==> src/logic/flash_host_cfg.svh <==
// Offsets, command codes, status bit positions and timing counts of the flash host controller
`ifndef FLASH_HOST_CFG_SVH
`define FLASH_HOST_CFG_SVH

// Word indices on the register bus; byte address is four times the index
`define CTRL_IDX          3'h0
`define ADDR_IDX          3'h1
`define WDATA_IDX         3'h2
`define STATUS_IDX        3'h3
`define REG_COUNT         3'h4

// Status register fields
`define ST_BUSY_POS       0
`define ST_DONE_POS       1
`define ST_FAIL_POS       2
`define ST_REFUSED_POS    3
`define ST_WINDOW_POS     4
`define ST_READY_POS      5
`define ST_RDATA_LSB      8

// Command set
`define UNLOCK1_ADDR      20'haaa
`define UNLOCK1_DATA      8'haa
`define UNLOCK2_ADDR      20'h555
`define UNLOCK2_DATA      8'h55
`define CMD_ERASE_SETUP   8'h80
`define CMD_CHIP_ERASE    8'h10
`define CMD_SECTOR_ERASE  8'h30
`define CMD_SUSPEND       8'hb0
`define CMD_RESUME        8'h30
`define CMD_PROGRAM       8'ha0
`define CMD_ID_READ       8'h90
`define CMD_RESET         8'hf0

// Status bits on the data pins
`define POLL_BIT          7
`define TOGGLE_BIT        6
`define TIMEOUT_BIT       5

// Timing
`define CNT_W             11
`define CLK_NS            40
`define WINDOW_US         50
`define WINDOW_CYC        ((`WINDOW_US * 1000) / `CLK_NS)
`define WE_LOW_NS         45
`define WE_LOW_CYC        ((`WE_LOW_NS + `CLK_NS - 1) / `CLK_NS)
`define RD_ACC_NS         90
`define RD_ACC_CYC        ((`RD_ACC_NS + `CLK_NS - 1) / `CLK_NS)
`define SYNC_CYC          2
`define RST_PULSE_NS      500
`define RST_PULSE_CYC     ((`RST_PULSE_NS + `CLK_NS - 1) / `CLK_NS)
`define WIN_MARGIN        3

`endif

==> src/logic/flash_host_pkg.sv <==
// Types shared by the flash host controller
package flash_host_pkg;

  typedef enum logic [3:0] {
    OP_READ, OP_PROGRAM, OP_CHIP_ERASE, OP_SECTOR_ERASE, OP_SECTOR_ADD,
    OP_SUSPEND, OP_RESUME, OP_RESET, OP_ID_READ, OP_POLL, OP_HW_RESET
  } op_e;

  typedef enum logic [2:0] {
    ST_IDLE, ST_SETUP, ST_STROBE, ST_HOLD, ST_READ, ST_CHECK, ST_RSTPULSE
  } state_e;

  typedef struct packed {
    logic        rst_n;
    logic        ce_n;
    logic        we_n;
    logic        oe_n;
    logic        dq_oe_n;
    logic [19:0] addr;
    logic [7:0]  dq;
  } flash_pins_s;

  typedef struct packed {
    logic [19:0] addr;
    logic [7:0]  data;
  } bus_cycle_s;

endpackage : flash_host_pkg

==> src/logic/flash_host_ctrl.sv <==
// Wishbone-controlled host that drives command sequences into a parallel flash
// How it works
// RL1 - Erase: unlock, unlock, 80, unlock, unlock, 10/30
// RL2 - Device pre-programs and erases on its own
// RL3 - Device sets timeout bit on erase overrun
// RL4 - Erase done when toggle steady twice
// RL5 - Array reads need no command
// RL6 - Suspended sectors read status, others array
// RL7 - Reset command returns to array, address ignored
// RL8 - Reset aborts erase sequence, ignored once erasing
// RL9 - Reset aborts program sequence, ignored once programming
// RL10 - Host leaves identification mode with reset command
// RL11 - Host writes reset after timeout bit rises
// RL12 - Device latches sector address and data edges
// RL13 - Next sector load within 50us window
// RL14 - Other writes during window return to read
// RL15 - Suspend only acts during sector erase
// RL16 - Suspend within 20us, or at once in window
// RL17 - Suspended device accepts resume, program, reads only
// RL18 - Resume only acts after accepted suspend
// RL19 - Program: unlock, unlock, setup, address with data
// RL20 - Device ignores writes while programming
// RL21 - Programming only clears bits
// RL22 - Reset code aborts failed operation
// RL23 - Identification reads: maker at 0, part at 1
// RL24 - Poll bit complements data while programming
// RL25 - Toggle bit inverts each read while busy
// RL26 - Customary unlock and command patterns
// RL27 - Mismatched write returns decoder to read
//
// Implementation choices: the Wishbone register port and the placing of the registers.
`timescale 1ns/1ps
`default_nettype none
`include "flash_host_cfg.svh"
module flash_host_ctrl #(
  parameter int WINDOW_CYCLES = `WINDOW_CYC
) (
  input  wire logic                        ref_clk,
  input  wire logic                        reset,
  input  wire logic [31:0]                 adr_i,
  input  wire logic [31:0]                 dat_i,
  input  wire logic [3:0]                  sel_i,
  input  wire logic                        we_i,
  input  wire logic                        cyc_i,
  input  wire logic                        stb_i,
  output logic      [31:0]                 dat_o,
  output logic                             ack_o,
  output flash_host_pkg::flash_pins_s      pins,
  input  wire logic [7:0]                  dq_in,
  input  wire logic                        ready_busy_n
);
  flash_host_pkg::state_e     state_reg;
  flash_host_pkg::op_e        op_reg;
  flash_host_pkg::bus_cycle_s cyc_now;
  logic [2:0]         step_reg;
  logic [`CNT_W-1:0]  cnt_reg;
  logic [`CNT_W-1:0]  win_reg;
  logic [19:0]        addr_reg;
  logic [7:0]         wdata_reg;
  logic [7:0]         rdata_reg;
  logic [7:0]         prev_reg;
  logic               have_prev_reg;
  logic               to_seen_reg;
  logic               force_rst_reg;
  logic               done_reg;
  logic               fail_reg;
  logic               refused_reg;
  logic [8:0]         pin_sync_out;

  pin_sync #(.WIDTH(9)) u_pin_sync (
    .ref_clk  (ref_clk),
    .reset    (reset),
    .async_in ({ready_busy_n, dq_in}),
    .sync_out (pin_sync_out)
  );

  // Bus decode
  wire        wb_acc     = cyc_i & stb_i & ~ack_o;
  wire [2:0]  wb_idx     = adr_i[4:2];
  wire        wb_mapped  = (adr_i[31:5] == 27'h0) && (wb_idx < `REG_COUNT);
  wire        wb_wr      = wb_acc & we_i & wb_mapped;
  wire        ctrl_wr    = wb_wr && (wb_idx == `CTRL_IDX) && sel_i[0];
  wire        idle       = (state_reg == flash_host_pkg::ST_IDLE);
  wire [3:0]  req_code   = dat_i[3:0];
  wire        req_valid  = (req_code <= 4'(flash_host_pkg::OP_HW_RESET));
  wire        req_add    = (req_code == 4'(flash_host_pkg::OP_SECTOR_ADD));
  wire        win_open   = (win_reg != '0);
  wire        add_late   = req_add && (win_reg <= `CNT_W'(`WIN_MARGIN));
  wire        start      = ctrl_wr && idle && req_valid && !add_late;
  wire        refuse     = ctrl_wr && !start;
  wire [31:0] addr_merge = {sel_i[3] ? dat_i[31:24] : 8'h00,
                            sel_i[2] ? dat_i[23:16] : {4'h0, addr_reg[19:16]},
                            sel_i[1] ? dat_i[15:8]  : addr_reg[15:8],
                            sel_i[0] ? dat_i[7:0]   : addr_reg[7:0]};
  wire [31:0] status_word = {16'h0, rdata_reg, 2'b00, pin_sync_out[8], win_open,
                             refused_reg, fail_reg, done_reg, !idle};

  always_ff @(posedge ref_clk) begin
    if (reset) begin
      ack_o <= 1'b0;
      dat_o <= 32'h0000_0000;
    end else begin
      ack_o <= wb_acc;
      dat_o <= (wb_acc && !we_i && wb_mapped && wb_idx == `STATUS_IDX) ? status_word :
               (wb_acc && !we_i && wb_mapped && wb_idx == `ADDR_IDX) ? {12'h000, addr_reg} :
               (wb_acc && !we_i && wb_mapped && wb_idx == `WDATA_IDX) ? {24'h0, wdata_reg} : 32'h0;
    end
  end

  always_ff @(posedge ref_clk) begin
    if (reset) begin
      addr_reg  <= 20'h00000;
      wdata_reg <= 8'h00;
    end else if (wb_wr && idle) begin
      if (wb_idx == `ADDR_IDX)
        addr_reg <= addr_merge[19:0];
      if (wb_idx == `WDATA_IDX && sel_i[0])
        wdata_reg <= dat_i[7:0];
    end
  end

  // Command sequence table; the customary unlock pattern  [RL26]
  function automatic flash_host_pkg::bus_cycle_s seq_cycle(
    input flash_host_pkg::op_e op, input logic [2:0] step, input logic [19:0] ua, input logic [7:0] ud);
    flash_host_pkg::bus_cycle_s c;
    c = '{addr: ua, data: `CMD_RESET};
    case (op)
      flash_host_pkg::OP_PROGRAM, flash_host_pkg::OP_CHIP_ERASE,
      flash_host_pkg::OP_SECTOR_ERASE, flash_host_pkg::OP_ID_READ: begin
        case (step)
          3'h0, 3'h3: c = '{addr: `UNLOCK1_ADDR, data: `UNLOCK1_DATA};
          3'h1, 3'h4: c = '{addr: `UNLOCK2_ADDR, data: `UNLOCK2_DATA};
          default: c = '{addr: `UNLOCK1_ADDR, data: `CMD_CHIP_ERASE};
        endcase
        if (step == 3'h2)
          c.data = (op == flash_host_pkg::OP_PROGRAM) ? `CMD_PROGRAM :
                   (op == flash_host_pkg::OP_ID_READ) ? `CMD_ID_READ : `CMD_ERASE_SETUP;  // [RL1]
        if (op == flash_host_pkg::OP_PROGRAM && step == 3'h3)
          c = '{addr: ua, data: ud};  // [RL19]
        if (op == flash_host_pkg::OP_SECTOR_ERASE && step == 3'h5)
          c = '{addr: ua, data: `CMD_SECTOR_ERASE};  // [RL1]
      end
      flash_host_pkg::OP_SECTOR_ADD: c.data = `CMD_SECTOR_ERASE;  // [RL13]
      flash_host_pkg::OP_SUSPEND:    c.data = `CMD_SUSPEND;
      flash_host_pkg::OP_RESUME:     c.data = `CMD_RESUME;
      default:                       c.data = `CMD_RESET;
    endcase
    return c;
  endfunction : seq_cycle

  function automatic logic [2:0] last_step(input flash_host_pkg::op_e op);
    case (op)
      flash_host_pkg::OP_PROGRAM:      return 3'h3;
      flash_host_pkg::OP_CHIP_ERASE:   return 3'h5;
      flash_host_pkg::OP_SECTOR_ERASE: return 3'h5;
      flash_host_pkg::OP_ID_READ:      return 3'h2;
      default:                         return 3'h0;
    endcase
  endfunction : last_step

  assign cyc_now = force_rst_reg ? flash_host_pkg::bus_cycle_s'{addr: addr_reg, data: `CMD_RESET}
                                 : seq_cycle(op_reg, step_reg, addr_reg, wdata_reg);
  wire last_wr  = force_rst_reg || (step_reg == last_step(op_reg));
  wire polls    = (op_reg == flash_host_pkg::OP_PROGRAM) || (op_reg == flash_host_pkg::OP_CHIP_ERASE) ||
                  (op_reg == flash_host_pkg::OP_SUSPEND) || (op_reg == flash_host_pkg::OP_POLL);
  wire reads    = polls || (op_reg == flash_host_pkg::OP_ID_READ);
  wire loads    = (op_reg == flash_host_pkg::OP_SECTOR_ERASE) || (op_reg == flash_host_pkg::OP_SECTOR_ADD);
  wire hold_end = (state_reg == flash_host_pkg::ST_HOLD);
  wire win_load = hold_end && last_wr && loads && !force_rst_reg;
  // Other writes close the window on the device; all other commands but suspend clear it here too
  wire win_kill = start && req_code != 4'(flash_host_pkg::OP_SECTOR_ADD)
                        && req_code != 4'(flash_host_pkg::OP_SUSPEND);  // [RL14]
  wire toggled  = (rdata_reg[`TOGGLE_BIT] != prev_reg[`TOGGLE_BIT]);

  // Window counter runs from the rising strobe of the last sector load
  always_ff @(posedge ref_clk) begin
    if (reset || win_kill)
      win_reg <= '0;
    else if (win_load)
      win_reg <= `CNT_W'(WINDOW_CYCLES);  // [RL13]
    else if (win_open)
      win_reg <= win_reg - `CNT_W'(1);
  end

  always_ff @(posedge ref_clk) begin
    if (reset) begin
      state_reg     <= flash_host_pkg::ST_IDLE;
      op_reg        <= flash_host_pkg::OP_READ;
      step_reg      <= 3'h0;
      cnt_reg       <= '0;
      rdata_reg     <= 8'h00;
      prev_reg      <= 8'h00;
      have_prev_reg <= 1'b0;
      to_seen_reg   <= 1'b0;
      force_rst_reg <= 1'b0;
      done_reg      <= 1'b0;
      fail_reg      <= 1'b0;
      refused_reg   <= 1'b0;
      pins          <= '{rst_n: 1'b0, ce_n: 1'b1, we_n: 1'b1, oe_n: 1'b1, dq_oe_n: 1'b1,
                         addr: 20'h00000, dq: 8'h00};
    end else begin
      if (refuse)
        refused_reg <= 1'b1;
      case (state_reg)
        flash_host_pkg::ST_IDLE: begin
          pins.rst_n <= 1'b1;
          if (start) begin
            op_reg        <= flash_host_pkg::op_e'(req_code);
            step_reg      <= 3'h0;
            have_prev_reg <= 1'b0;
            to_seen_reg   <= 1'b0;
            force_rst_reg <= 1'b0;
            done_reg      <= 1'b0;
            fail_reg      <= 1'b0;
            refused_reg   <= 1'b0;
            if (req_code == 4'(flash_host_pkg::OP_HW_RESET)) begin
              pins.rst_n <= 1'b0;
              cnt_reg    <= `CNT_W'(`RST_PULSE_CYC - 1);
              state_reg  <= flash_host_pkg::ST_RSTPULSE;
            end else if (req_code == 4'(flash_host_pkg::OP_READ) || req_code == 4'(flash_host_pkg::OP_POLL))
              state_reg <= flash_host_pkg::ST_READ;  // [RL5]
            else
              state_reg <= flash_host_pkg::ST_SETUP;
          end
        end
        flash_host_pkg::ST_SETUP: begin
          pins.addr    <= cyc_now.addr;
          pins.dq      <= cyc_now.data;
          pins.ce_n    <= 1'b0;
          pins.dq_oe_n <= 1'b0;
          pins.oe_n    <= 1'b1;
          cnt_reg      <= `CNT_W'(`WE_LOW_CYC - 1);
          state_reg    <= flash_host_pkg::ST_STROBE;
        end
        flash_host_pkg::ST_STROBE: begin
          pins.we_n <= 1'b0;
          if (!pins.we_n && cnt_reg == '0) begin
            pins.we_n <= 1'b1;
            pins.ce_n <= 1'b1;
            state_reg <= flash_host_pkg::ST_HOLD;
          end else if (!pins.we_n)
            cnt_reg <= cnt_reg - `CNT_W'(1);
        end
        flash_host_pkg::ST_HOLD: begin
          pins.dq_oe_n <= 1'b1;
          step_reg     <= step_reg + 3'h1;
          if (!last_wr)
            state_reg <= flash_host_pkg::ST_SETUP;
          else if (reads && !force_rst_reg)
            state_reg <= flash_host_pkg::ST_READ;
          else begin
            state_reg <= flash_host_pkg::ST_IDLE;
            done_reg  <= 1'b1;
          end
        end
        flash_host_pkg::ST_READ: begin
          pins.addr <= addr_reg;
          pins.ce_n <= 1'b0;
          pins.oe_n <= 1'b0;
          if (pins.oe_n)
            cnt_reg <= `CNT_W'(`RD_ACC_CYC + `SYNC_CYC - 1);
          else if (cnt_reg == '0) begin
            rdata_reg <= pin_sync_out[7:0];
            pins.ce_n <= 1'b1;
            pins.oe_n <= 1'b1;
            state_reg <= flash_host_pkg::ST_CHECK;
          end else
            cnt_reg <= cnt_reg - `CNT_W'(1);
        end
        flash_host_pkg::ST_CHECK: begin
          prev_reg      <= rdata_reg;
          have_prev_reg <= 1'b1;
          state_reg     <= flash_host_pkg::ST_READ;
          if (op_reg == flash_host_pkg::OP_ID_READ) begin
            force_rst_reg <= 1'b1;  // [RL10]
            state_reg     <= flash_host_pkg::ST_SETUP;
          end else if (!polls) begin
            done_reg  <= 1'b1;
            state_reg <= flash_host_pkg::ST_IDLE;
          end else if (have_prev_reg && !toggled) begin
            done_reg  <= 1'b1;  // [RL4]
            state_reg <= flash_host_pkg::ST_IDLE;
          end else if (have_prev_reg && rdata_reg[`TIMEOUT_BIT]) begin
            // Toggle may stop just as the timeout bit rises, so look twice
            if (to_seen_reg) begin
              fail_reg      <= 1'b1;  // [RL11]
              force_rst_reg <= 1'b1;
              state_reg     <= flash_host_pkg::ST_SETUP;
            end else begin
              to_seen_reg   <= 1'b1;
              have_prev_reg <= 1'b0;
            end
          end
        end
        flash_host_pkg::ST_RSTPULSE: begin
          if (cnt_reg == '0) begin
            pins.rst_n <= 1'b1;
            done_reg   <= 1'b1;
            state_reg  <= flash_host_pkg::ST_IDLE;
          end else
            cnt_reg <= cnt_reg - `CNT_W'(1);
        end
        default: state_reg <= flash_host_pkg::ST_IDLE;
      endcase
    end
  end

  a_erase_setup_code: assert property (@(posedge ref_clk) disable iff (reset)  // [RL1]
    (state_reg == flash_host_pkg::ST_SETUP && !force_rst_reg && step_reg == 3'h2 &&
     (op_reg == flash_host_pkg::OP_CHIP_ERASE || op_reg == flash_host_pkg::OP_SECTOR_ERASE))
    |=> (pins.dq == `CMD_ERASE_SETUP && !pins.dq_oe_n && !pins.ce_n))
    else $error("erase set-up code not driven in third write");

  a_chip_erase_last: assert property (@(posedge ref_clk) disable iff (reset)  // [RL1]
    (state_reg == flash_host_pkg::ST_SETUP && !force_rst_reg && step_reg == 3'h5 &&
     op_reg == flash_host_pkg::OP_CHIP_ERASE) |=> ##1 (!pins.we_n && pins.dq == `CMD_CHIP_ERASE))
    else $error("chip erase code missing in sixth write");

  a_we_pulse_width: assert property (@(posedge ref_clk) disable iff (reset)  // [RL19]
    $fell(pins.we_n) |-> ##1 !pins.we_n ##1 (pins.we_n && pins.ce_n))
    else $error("write strobe not two cycles low");

  a_program_data_write: assert property (@(posedge ref_clk) disable iff (reset)  // [RL19]
    (state_reg == flash_host_pkg::ST_SETUP && !force_rst_reg && step_reg == 3'h3 &&
     op_reg == flash_host_pkg::OP_PROGRAM) |=> (pins.dq == wdata_reg && pins.addr == addr_reg))
    else $error("program write lacks target address or data");

  a_id_mode_exit: assert property (@(posedge ref_clk) disable iff (reset)  // [RL10]
    (state_reg == flash_host_pkg::ST_CHECK && op_reg == flash_host_pkg::OP_ID_READ)
    |-> ##[2:6] (!pins.we_n && pins.dq == `CMD_RESET))
    else $error("identification read not closed by reset command");

  a_timeout_reset: assert property (@(posedge ref_clk) disable iff (reset)  // [RL11]
    $rose(fail_reg) |-> ##[2:6] (!pins.we_n && pins.dq == `CMD_RESET))
    else $error("no reset command after timeout failure");

  a_window_late_add: assert property (@(posedge ref_clk) disable iff (reset)  // [RL13]
    (ctrl_wr && idle && req_add && !win_open) |=> (refused_reg && state_reg == flash_host_pkg::ST_IDLE))
    else $error("sector load accepted after window closed");

  a_window_add_start: assert property (@(posedge ref_clk) disable iff (reset)  // [RL13]
    (start && req_add) |-> ##[2:3] (!pins.we_n && win_open))
    else $error("sector load strobe not inside window");

endmodule : flash_host_ctrl
`default_nettype wire

==> src/logic/pin_sync.sv <==
// Two-flop synchroniser for pin inputs
`timescale 1ns/1ps
`default_nettype none
module pin_sync #(
  parameter int WIDTH = 1
) (
  input  wire logic             ref_clk,
  input  wire logic             reset,
  input  wire logic [WIDTH-1:0] async_in,
  output logic      [WIDTH-1:0] sync_out
);
  logic [WIDTH-1:0] meta_reg;

  // First stage feeds only the second
  always_ff @(posedge ref_clk) begin
    if (reset) begin
      meta_reg <= '0;
      sync_out <= '0;
    end else begin
      meta_reg <= async_in;
      sync_out <= meta_reg;
    end
  end
endmodule : pin_sync
`default_nettype wire

==> config.mk <==
export PLATFORM = sky130hd
export DESIGN_NAME = flash_host_ctrl
export DESIGN_NICKNAME = d
export VERILOG_FILES = /design/src/logic/flash_host_pkg.sv /design/src/logic/flash_host_ctrl.sv /design/src/logic/pin_sync.sv
export VERILOG_INCLUDE_DIRS = /design/src /design/src/logic
export SDC_FILE = /design/constraint.sdc
export NUM_CORES = 1
export LEC_CHECK = 0
export ABC_AREA = 1
export BUFFER_PORTS_ARGS = -buffer_cell sky130_fd_sc_hd__buf_2
export CORE_MARGIN = 4
export CORE_UTILIZATION = 49
export DETAILED_ROUTE_END_ITERATION = 8
export GPL_ROUTABILITY_DRIVEN = 1
export PLACE_DENSITY = 0.84
export SYNTH_ARGS = -nofsm -noshare
export SYNTH_HDL_FRONTEND = slang
export SYNTH_SLANG_ARGS = --single-unit
export TNS_END_PERCENT = 100
==> constraint.sdc <==
create_clock -name ref_clk -period 1.8 [get_ports ref_clk]
set_clock_uncertainty 0.1 [all_clocks]
set_input_delay 0.27 -clock ref_clk [delete_from_list [all_inputs] [get_ports ref_clk]]
set_output_delay 0.27 -clock ref_clk [all_outputs]
set_load 0.03 [all_outputs]
==> flow_summary.html <==
<table>
<tr><th>Metric</th><th>Value</th></tr>
<tr><th colspan="2">Outcome</th></tr>
<tr><td>Status</td><td>finished with violations</td></tr>
<tr><td>Violations in the final reports</td><td>setup timing</td></tr>
<tr><th colspan="2">Placed design</th></tr>
<tr><td>Instance area after placement</td><td>8409 µm²</td></tr>
<tr><td>Minimum setup slack after placement</td><td>-175.2 ps</td></tr>
<tr><td>Number of buffer cells added on primary ports</td><td>120</td></tr>
<tr><td>Hpwl dp</td><td>13660 µm</td></tr>
<tr><td>Final weighted congestion of routability-driven global placement</td><td>0.8999</td></tr>
<tr><td>DP Cell Count</td><td>1312</td></tr>
<tr><th colspan="2">Synth</th></tr>
<tr><td>Number of synthesized register bits</td><td>147</td></tr>
<tr><td>Post-synthesis cell type with the largest combined area</td><td>sky130_fd_sc_hd__dfxtp_1</td></tr>
<tr><td>Syn Std Cell Area</td><td>6892 µm²</td></tr>
<tr><td>Commonest register cell after synthesis</td><td>sky130_fd_sc_hd__dfxtp_1</td></tr>
<tr><td>Synth warnings</td><td>0</td></tr>
<tr><td>Post-synthesis cell count</td><td>933</td></tr>
<tr><td>Distinct cell type count after synthesis</td><td>49</td></tr>
<tr><td>Share of synthesized registers carrying an async set or reset</td><td>0%</td></tr>
<tr><td>Most common library cells after synthesis</td><td>sky130_fd_sc_hd__dfxtp_1, sky130_fd_sc_hd__nor2_1, sky130_fd_sc_hd__nand2_1, sky130_fd_sc_hd__inv_1, sky130_fd_sc_hd__o21ai_0</td></tr>
<tr><td>Portion of synthesized cell area occupied by the leading cell type</td><td>42.70%</td></tr>
<tr><td>Mean area per synthesized cell</td><td>7.387 µm²</td></tr>
<tr><td>Sequential-to-total area share from yosys stat</td><td>42.70%</td></tr>
<tr><td>Most repeated cell in the gate-level netlist after synthesis</td><td>sky130_fd_sc_hd__dfxtp_1</td></tr>
<tr><td>Ranking of synthesized cells by area</td><td>sky130_fd_sc_hd__dfxtp_1, sky130_fd_sc_hd__nor2_1, sky130_fd_sc_hd__nand2_1</td></tr>
<tr><td>Number of enable flip-flop cells after synthesis</td><td>0</td></tr>
<tr><th colspan="2">Worst setup path</th></tr>
<tr><td>Required time at the endpoint of the critical path</td><td>2050 ps</td></tr>
<tr><td>Worst reg2reg path startpoint</td><td>ack_o</td></tr>
<tr><td>Type of the setup path with the least slack</td><td>register to register</td></tr>
<tr><td>Kind of end point of the critical path</td><td>register</td></tr>
<tr><td>Worst reg2reg endpoint</td><td>addr_reg[6]</td></tr>
<tr><td>FF-to-FF path depth</td><td>9</td></tr>
<tr><td>Internal reg-to-reg setup slack</td><td>-190 ps</td></tr>
<tr><td>Startpoint Class</td><td>register</td></tr>
<tr><td>Arrival time at the worst endpoint</td><td>2240 ps</td></tr>
<tr><td>Largest fanout on the critical path</td><td>8</td></tr>
<tr><th colspan="2">GRT</th></tr>
<tr><td>Remaining global-route overflow</td><td>0</td></tr>
<tr><td>Vias in the first global route</td><td>7185</td></tr>
<tr><td>GR Util All Layers</td><td>26.77%</td></tr>
<tr><td>Global-route wire length before repair</td><td>34810 µm</td></tr>
<tr><td>Number of antenna violations at the first check in global routing</td><td>0</td></tr>
<tr><td>Largest net degree at the start of global routing</td><td>39</td></tr>
<tr><th colspan="2">Min path</th></tr>
<tr><td>Hold Path Cell Cnt</td><td>3</td></tr>
<tr><td>Worst min path class</td><td>primary input to register</td></tr>
<tr><td>Hold Path End</td><td>addr_reg[9]</td></tr>
<tr><td>Worst min-delay path startpoint</td><td>dat_i[9]</td></tr>
<tr><th colspan="2">Timing</th></tr>
<tr><td>Highest Clock Rate</td><td>0.5019 GHz</td></tr>
<tr><td>Tightest slew margin relative to the limit</td><td>59.42%</td></tr>
<tr><td>Post-layout worst setup margin</td><td>-192.4 ps</td></tr>
<tr><td>Setup repair after global routing missed its margin</td><td>yes</td></tr>
<tr><td>Number of max-slew violations in the final report</td><td>0</td></tr>
<tr><td>Number of setup violations in the final report</td><td>86</td></tr>
<tr><td>Slew at the pin closest to its max-slew limit</td><td>605.3 ps</td></tr>
<tr><td>Post-layout minimum cycle time</td><td>1992 ps</td></tr>
<tr><td>Final Hold Violating Endpoints</td><td>0</td></tr>
<tr><td>Tcrit/Tclk final</td><td>110.7%</td></tr>
<tr><th colspan="2">CTS</th></tr>
<tr><td>TritonCTS Buffers</td><td>17</td></tr>
<tr><td>Clock Tree Buf Depth</td><td>2</td></tr>
<tr><td>CTS sink cnt</td><td>147</td></tr>
<tr><td>Clock tree from TritonCTS</td><td>done</td></tr>
<tr><td>Clock tree root driver cell</td><td>sky130_fd_sc_hd__clkbuf_16</td></tr>
<tr><td>Clock network latency to the later pin of the worst-skew pair</td><td>440 ps</td></tr>
<tr><td>H-tree depth reported by CTS</td><td>4</td></tr>
<tr><td>Clock input transition at the sequential cells of the worst setup and hold paths</td><td>60 ps</td></tr>
<tr><th colspan="2">Routing</th></tr>
<tr><td>Antenna violation net count after detailed routing</td><td>0</td></tr>
<tr><td>Mean routed wirelength per cell</td><td>17.40 µm</td></tr>
<tr><td>Avg Vias per Cell</td><td>5.594</td></tr>
<tr><td>Vias post-DR</td><td>7670</td></tr>
<tr><td>Pre-antenna DRT Iters</td><td>8</td></tr>
<tr><td>Wire length after detailed routing</td><td>23860 µm</td></tr>
<tr><td>Drt first-iter violations</td><td>827</td></tr>
<tr><td>Post-route DRC</td><td>0</td></tr>
<tr><th colspan="2">Cells and area</th></tr>
<tr><td>Post-route design area</td><td>9862 µm²</td></tr>
<tr><td>Synthesis-to-layout area growth</td><td>43.10%</td></tr>
<tr><td>Layout net count</td><td>1268</td></tr>
<tr><td>Share of post-route cells with drive strength above 1</td><td>36.27%</td></tr>
<tr><td>Largest register FFs</td><td>33</td></tr>
<tr><td>Inserted Diodes</td><td>0</td></tr>
<tr><td>Finished Layout Cells</td><td>1371</td></tr>
<tr><td>Multi-input logic area</td><td>3659 µm²</td></tr>
<tr><td>Register cell area after layout</td><td>2963 µm²</td></tr>
<tr><td>Fillers</td><td>863</td></tr>
<tr><th colspan="2">Floorplanning</th></tr>
<tr><td>Number of I/O pins</td><td>148</td></tr>
<tr><td>Starting density of the core</td><td>49.84%</td></tr>
<tr><td>Row count</td><td>43</td></tr>
<tr><td>Overall die width</td><td>126.6 µm</td></tr>
<tr><td>Die area</td><td>16030 µm²</td></tr>
<tr><td>Std-Cell Core Area</td><td>13830 µm²</td></tr>
<tr><td>Vert. Die Dim</td><td>126.6 µm</td></tr>
<tr><th colspan="2">Job</th></tr>
<tr><td>Max Cap Viol</td><td>0</td></tr>
<tr><th colspan="2">Power</th></tr>
<tr><td>Pwr dens</td><td>1650 nW/µm²</td></tr>
<tr><td>Leakage Power</td><td>4.525 nW</td></tr>
<tr><td>Worst-case vdd ir drop</td><td>0.001081 V</td></tr>
</table>
[through the flow]
stage	util, %	hold slack, ps	total power (W)	setup TNS, ps
floorplan	-	277.0	0.008494	0
global placement	60.82	289.2	0.01057	-5724
detailed placement	60.82	295.1	0.01073	-9496
CTS	68.64	6.955	0.01542	-645.6
global route	71.32	19.67	0.01704	-14560
finish	71.32	11.68	0.01628	-6245
[critical path: stages (launching register included)]
cell and delay [ps]:
sky130_fd_sc_hd__dfxtp_1 310, sky130_fd_sc_hd__nand3b_1 260, sky130_fd_sc_hd__nor2_1 170, sky130_fd_sc_hd__buf_4 160, sky130_fd_sc_hd__nand2_4 70, sky130_fd_sc_hd__nor2_4 110
sky130_fd_sc_hd__buf_6 180, sky130_fd_sc_hd__nand3_4 170, sky130_fd_sc_hd__buf_4 210, sky130_fd_sc_hd__a21oi_1 170
[power breakdown]
group	internal, W	total [W]	switching [W]	leakage (nW)
combinational	0.00315	0.00782	0.00468	2.99
sequential	0.00386	0.00428	0.000426	1.20
clock	0.00266	0.00417	0.00151	0.337
[timing repair]
item | in CTS | in global routing
endpoints found under the setup margin | 82 | 117
pin swaps | 18 | 21
buffers inserted | 9 | 6
cloned | 2 | 1
hold buffers | 9 | 0
resized for setup | 69 | 108
endpoints found under the hold margin | 9 | 0
[worst max path at each step]
stage	start	end	slack (ps)	cells after the start
after floorplan	ack_o	addr_reg[5]	5	8
after global placement	adr_i[28]	addr_reg[2]	-140	11
after detailed placement	adr_i[12]	addr_reg[2]	-180	11
after CTS	ack_o	dat_o[2]	-80	10
after global routing	ack_o	addr_reg[6]	-290	9
final	ack_o	addr_reg[6]	-190	9
[cell usage in the layout (no fill, tap or decap), types with 4 or more instances in the layout]
master,n
sky130_fd_sc_hd__nand3_4,10
sky130_fd_sc_hd__inv_4,5
sky130_fd_sc_hd__nand3_1,45
sky130_fd_sc_hd__nor2_4,13
sky130_fd_sc_hd__buf_4,98
sky130_fd_sc_hd__a21oi_1,62
sky130_fd_sc_hd__or2_1,5
sky130_fd_sc_hd__buf_6,16
sky130_fd_sc_hd__buf_2,120
sky130_fd_sc_hd__o211ai_1,8
sky130_fd_sc_hd__nor2_2,21
sky130_fd_sc_hd__conb_1,12
sky130_fd_sc_hd__dfxtp_1,137
sky130_fd_sc_hd__nor3_1,10
sky130_fd_sc_hd__inv_2,19
sky130_fd_sc_hd__nand2_1,118
sky130_fd_sc_hd__nor2_1,115
sky130_fd_sc_hd__dlygate4sd3_1,9
sky130_fd_sc_hd__o21ai_2,14
sky130_fd_sc_hd__bufinv_16,6
sky130_fd_sc_hd__dfxtp_2,7
sky130_fd_sc_hd__inv_1,113
sky130_fd_sc_hd__buf_12,8
sky130_fd_sc_hd__o21ai_0,46
sky130_fd_sc_hd__or2_0,4
sky130_fd_sc_hd__o21ai_1,23
sky130_fd_sc_hd__nand3_2,6
sky130_fd_sc_hd__a211oi_2,9
sky130_fd_sc_hd__o21bai_1,7
sky130_fd_sc_hd__o22ai_1,6
sky130_fd_sc_hd__nand2_4,5
sky130_fd_sc_hd__xnor2_1,4
sky130_fd_sc_hd__clkbuf_16,17
sky130_fd_sc_hd__nand4_1,8
sky130_fd_sc_hd__xor2_1,10
sky130_fd_sc_hd__nand2_2,17
[cells by family after synthesis]
logic type               after synthesis  share of synthesized area [%]
adder cells (fa/ha/maj)                8                          1.452
AO/OA/AOI/OAI                        196                          16.83
flip-flops                           147                          42.70
buffers and inverters                179                          10.98
other                                  1                        0.05441
AND/OR/NAND/NOR                      388                          26.20
XOR/XNOR                              14                          1.779
[metal layers]
| metal | vias up | track usage, % | share of wire [%] |
|---|---|---|---|
| met5 | - | 0 | 0 |
| met4 | 0 | 10.47 | 3.8 |
| met3 | 114 | 5.726 | 9.3 |
| met2 | 515 | 47.10 | 50 |
| met1 | 3540 | 31.81 | 37 |
| li1 | 3501 | - | - |
[final cells by class]
class / count / area share (%)
Inverter: 139 / 5.532
Multi-Input combinational cell: 621 / 37.10
Clock inverter: 14 / 2.525
Sequential cell: 147 / 30.04
Timing Repair Buffer: 252 / 18.07
Clock buffer: 18 / 4.453
Tap cell: 180 / 2.284
Note: power is estimated with default switching activity, not from simulation.
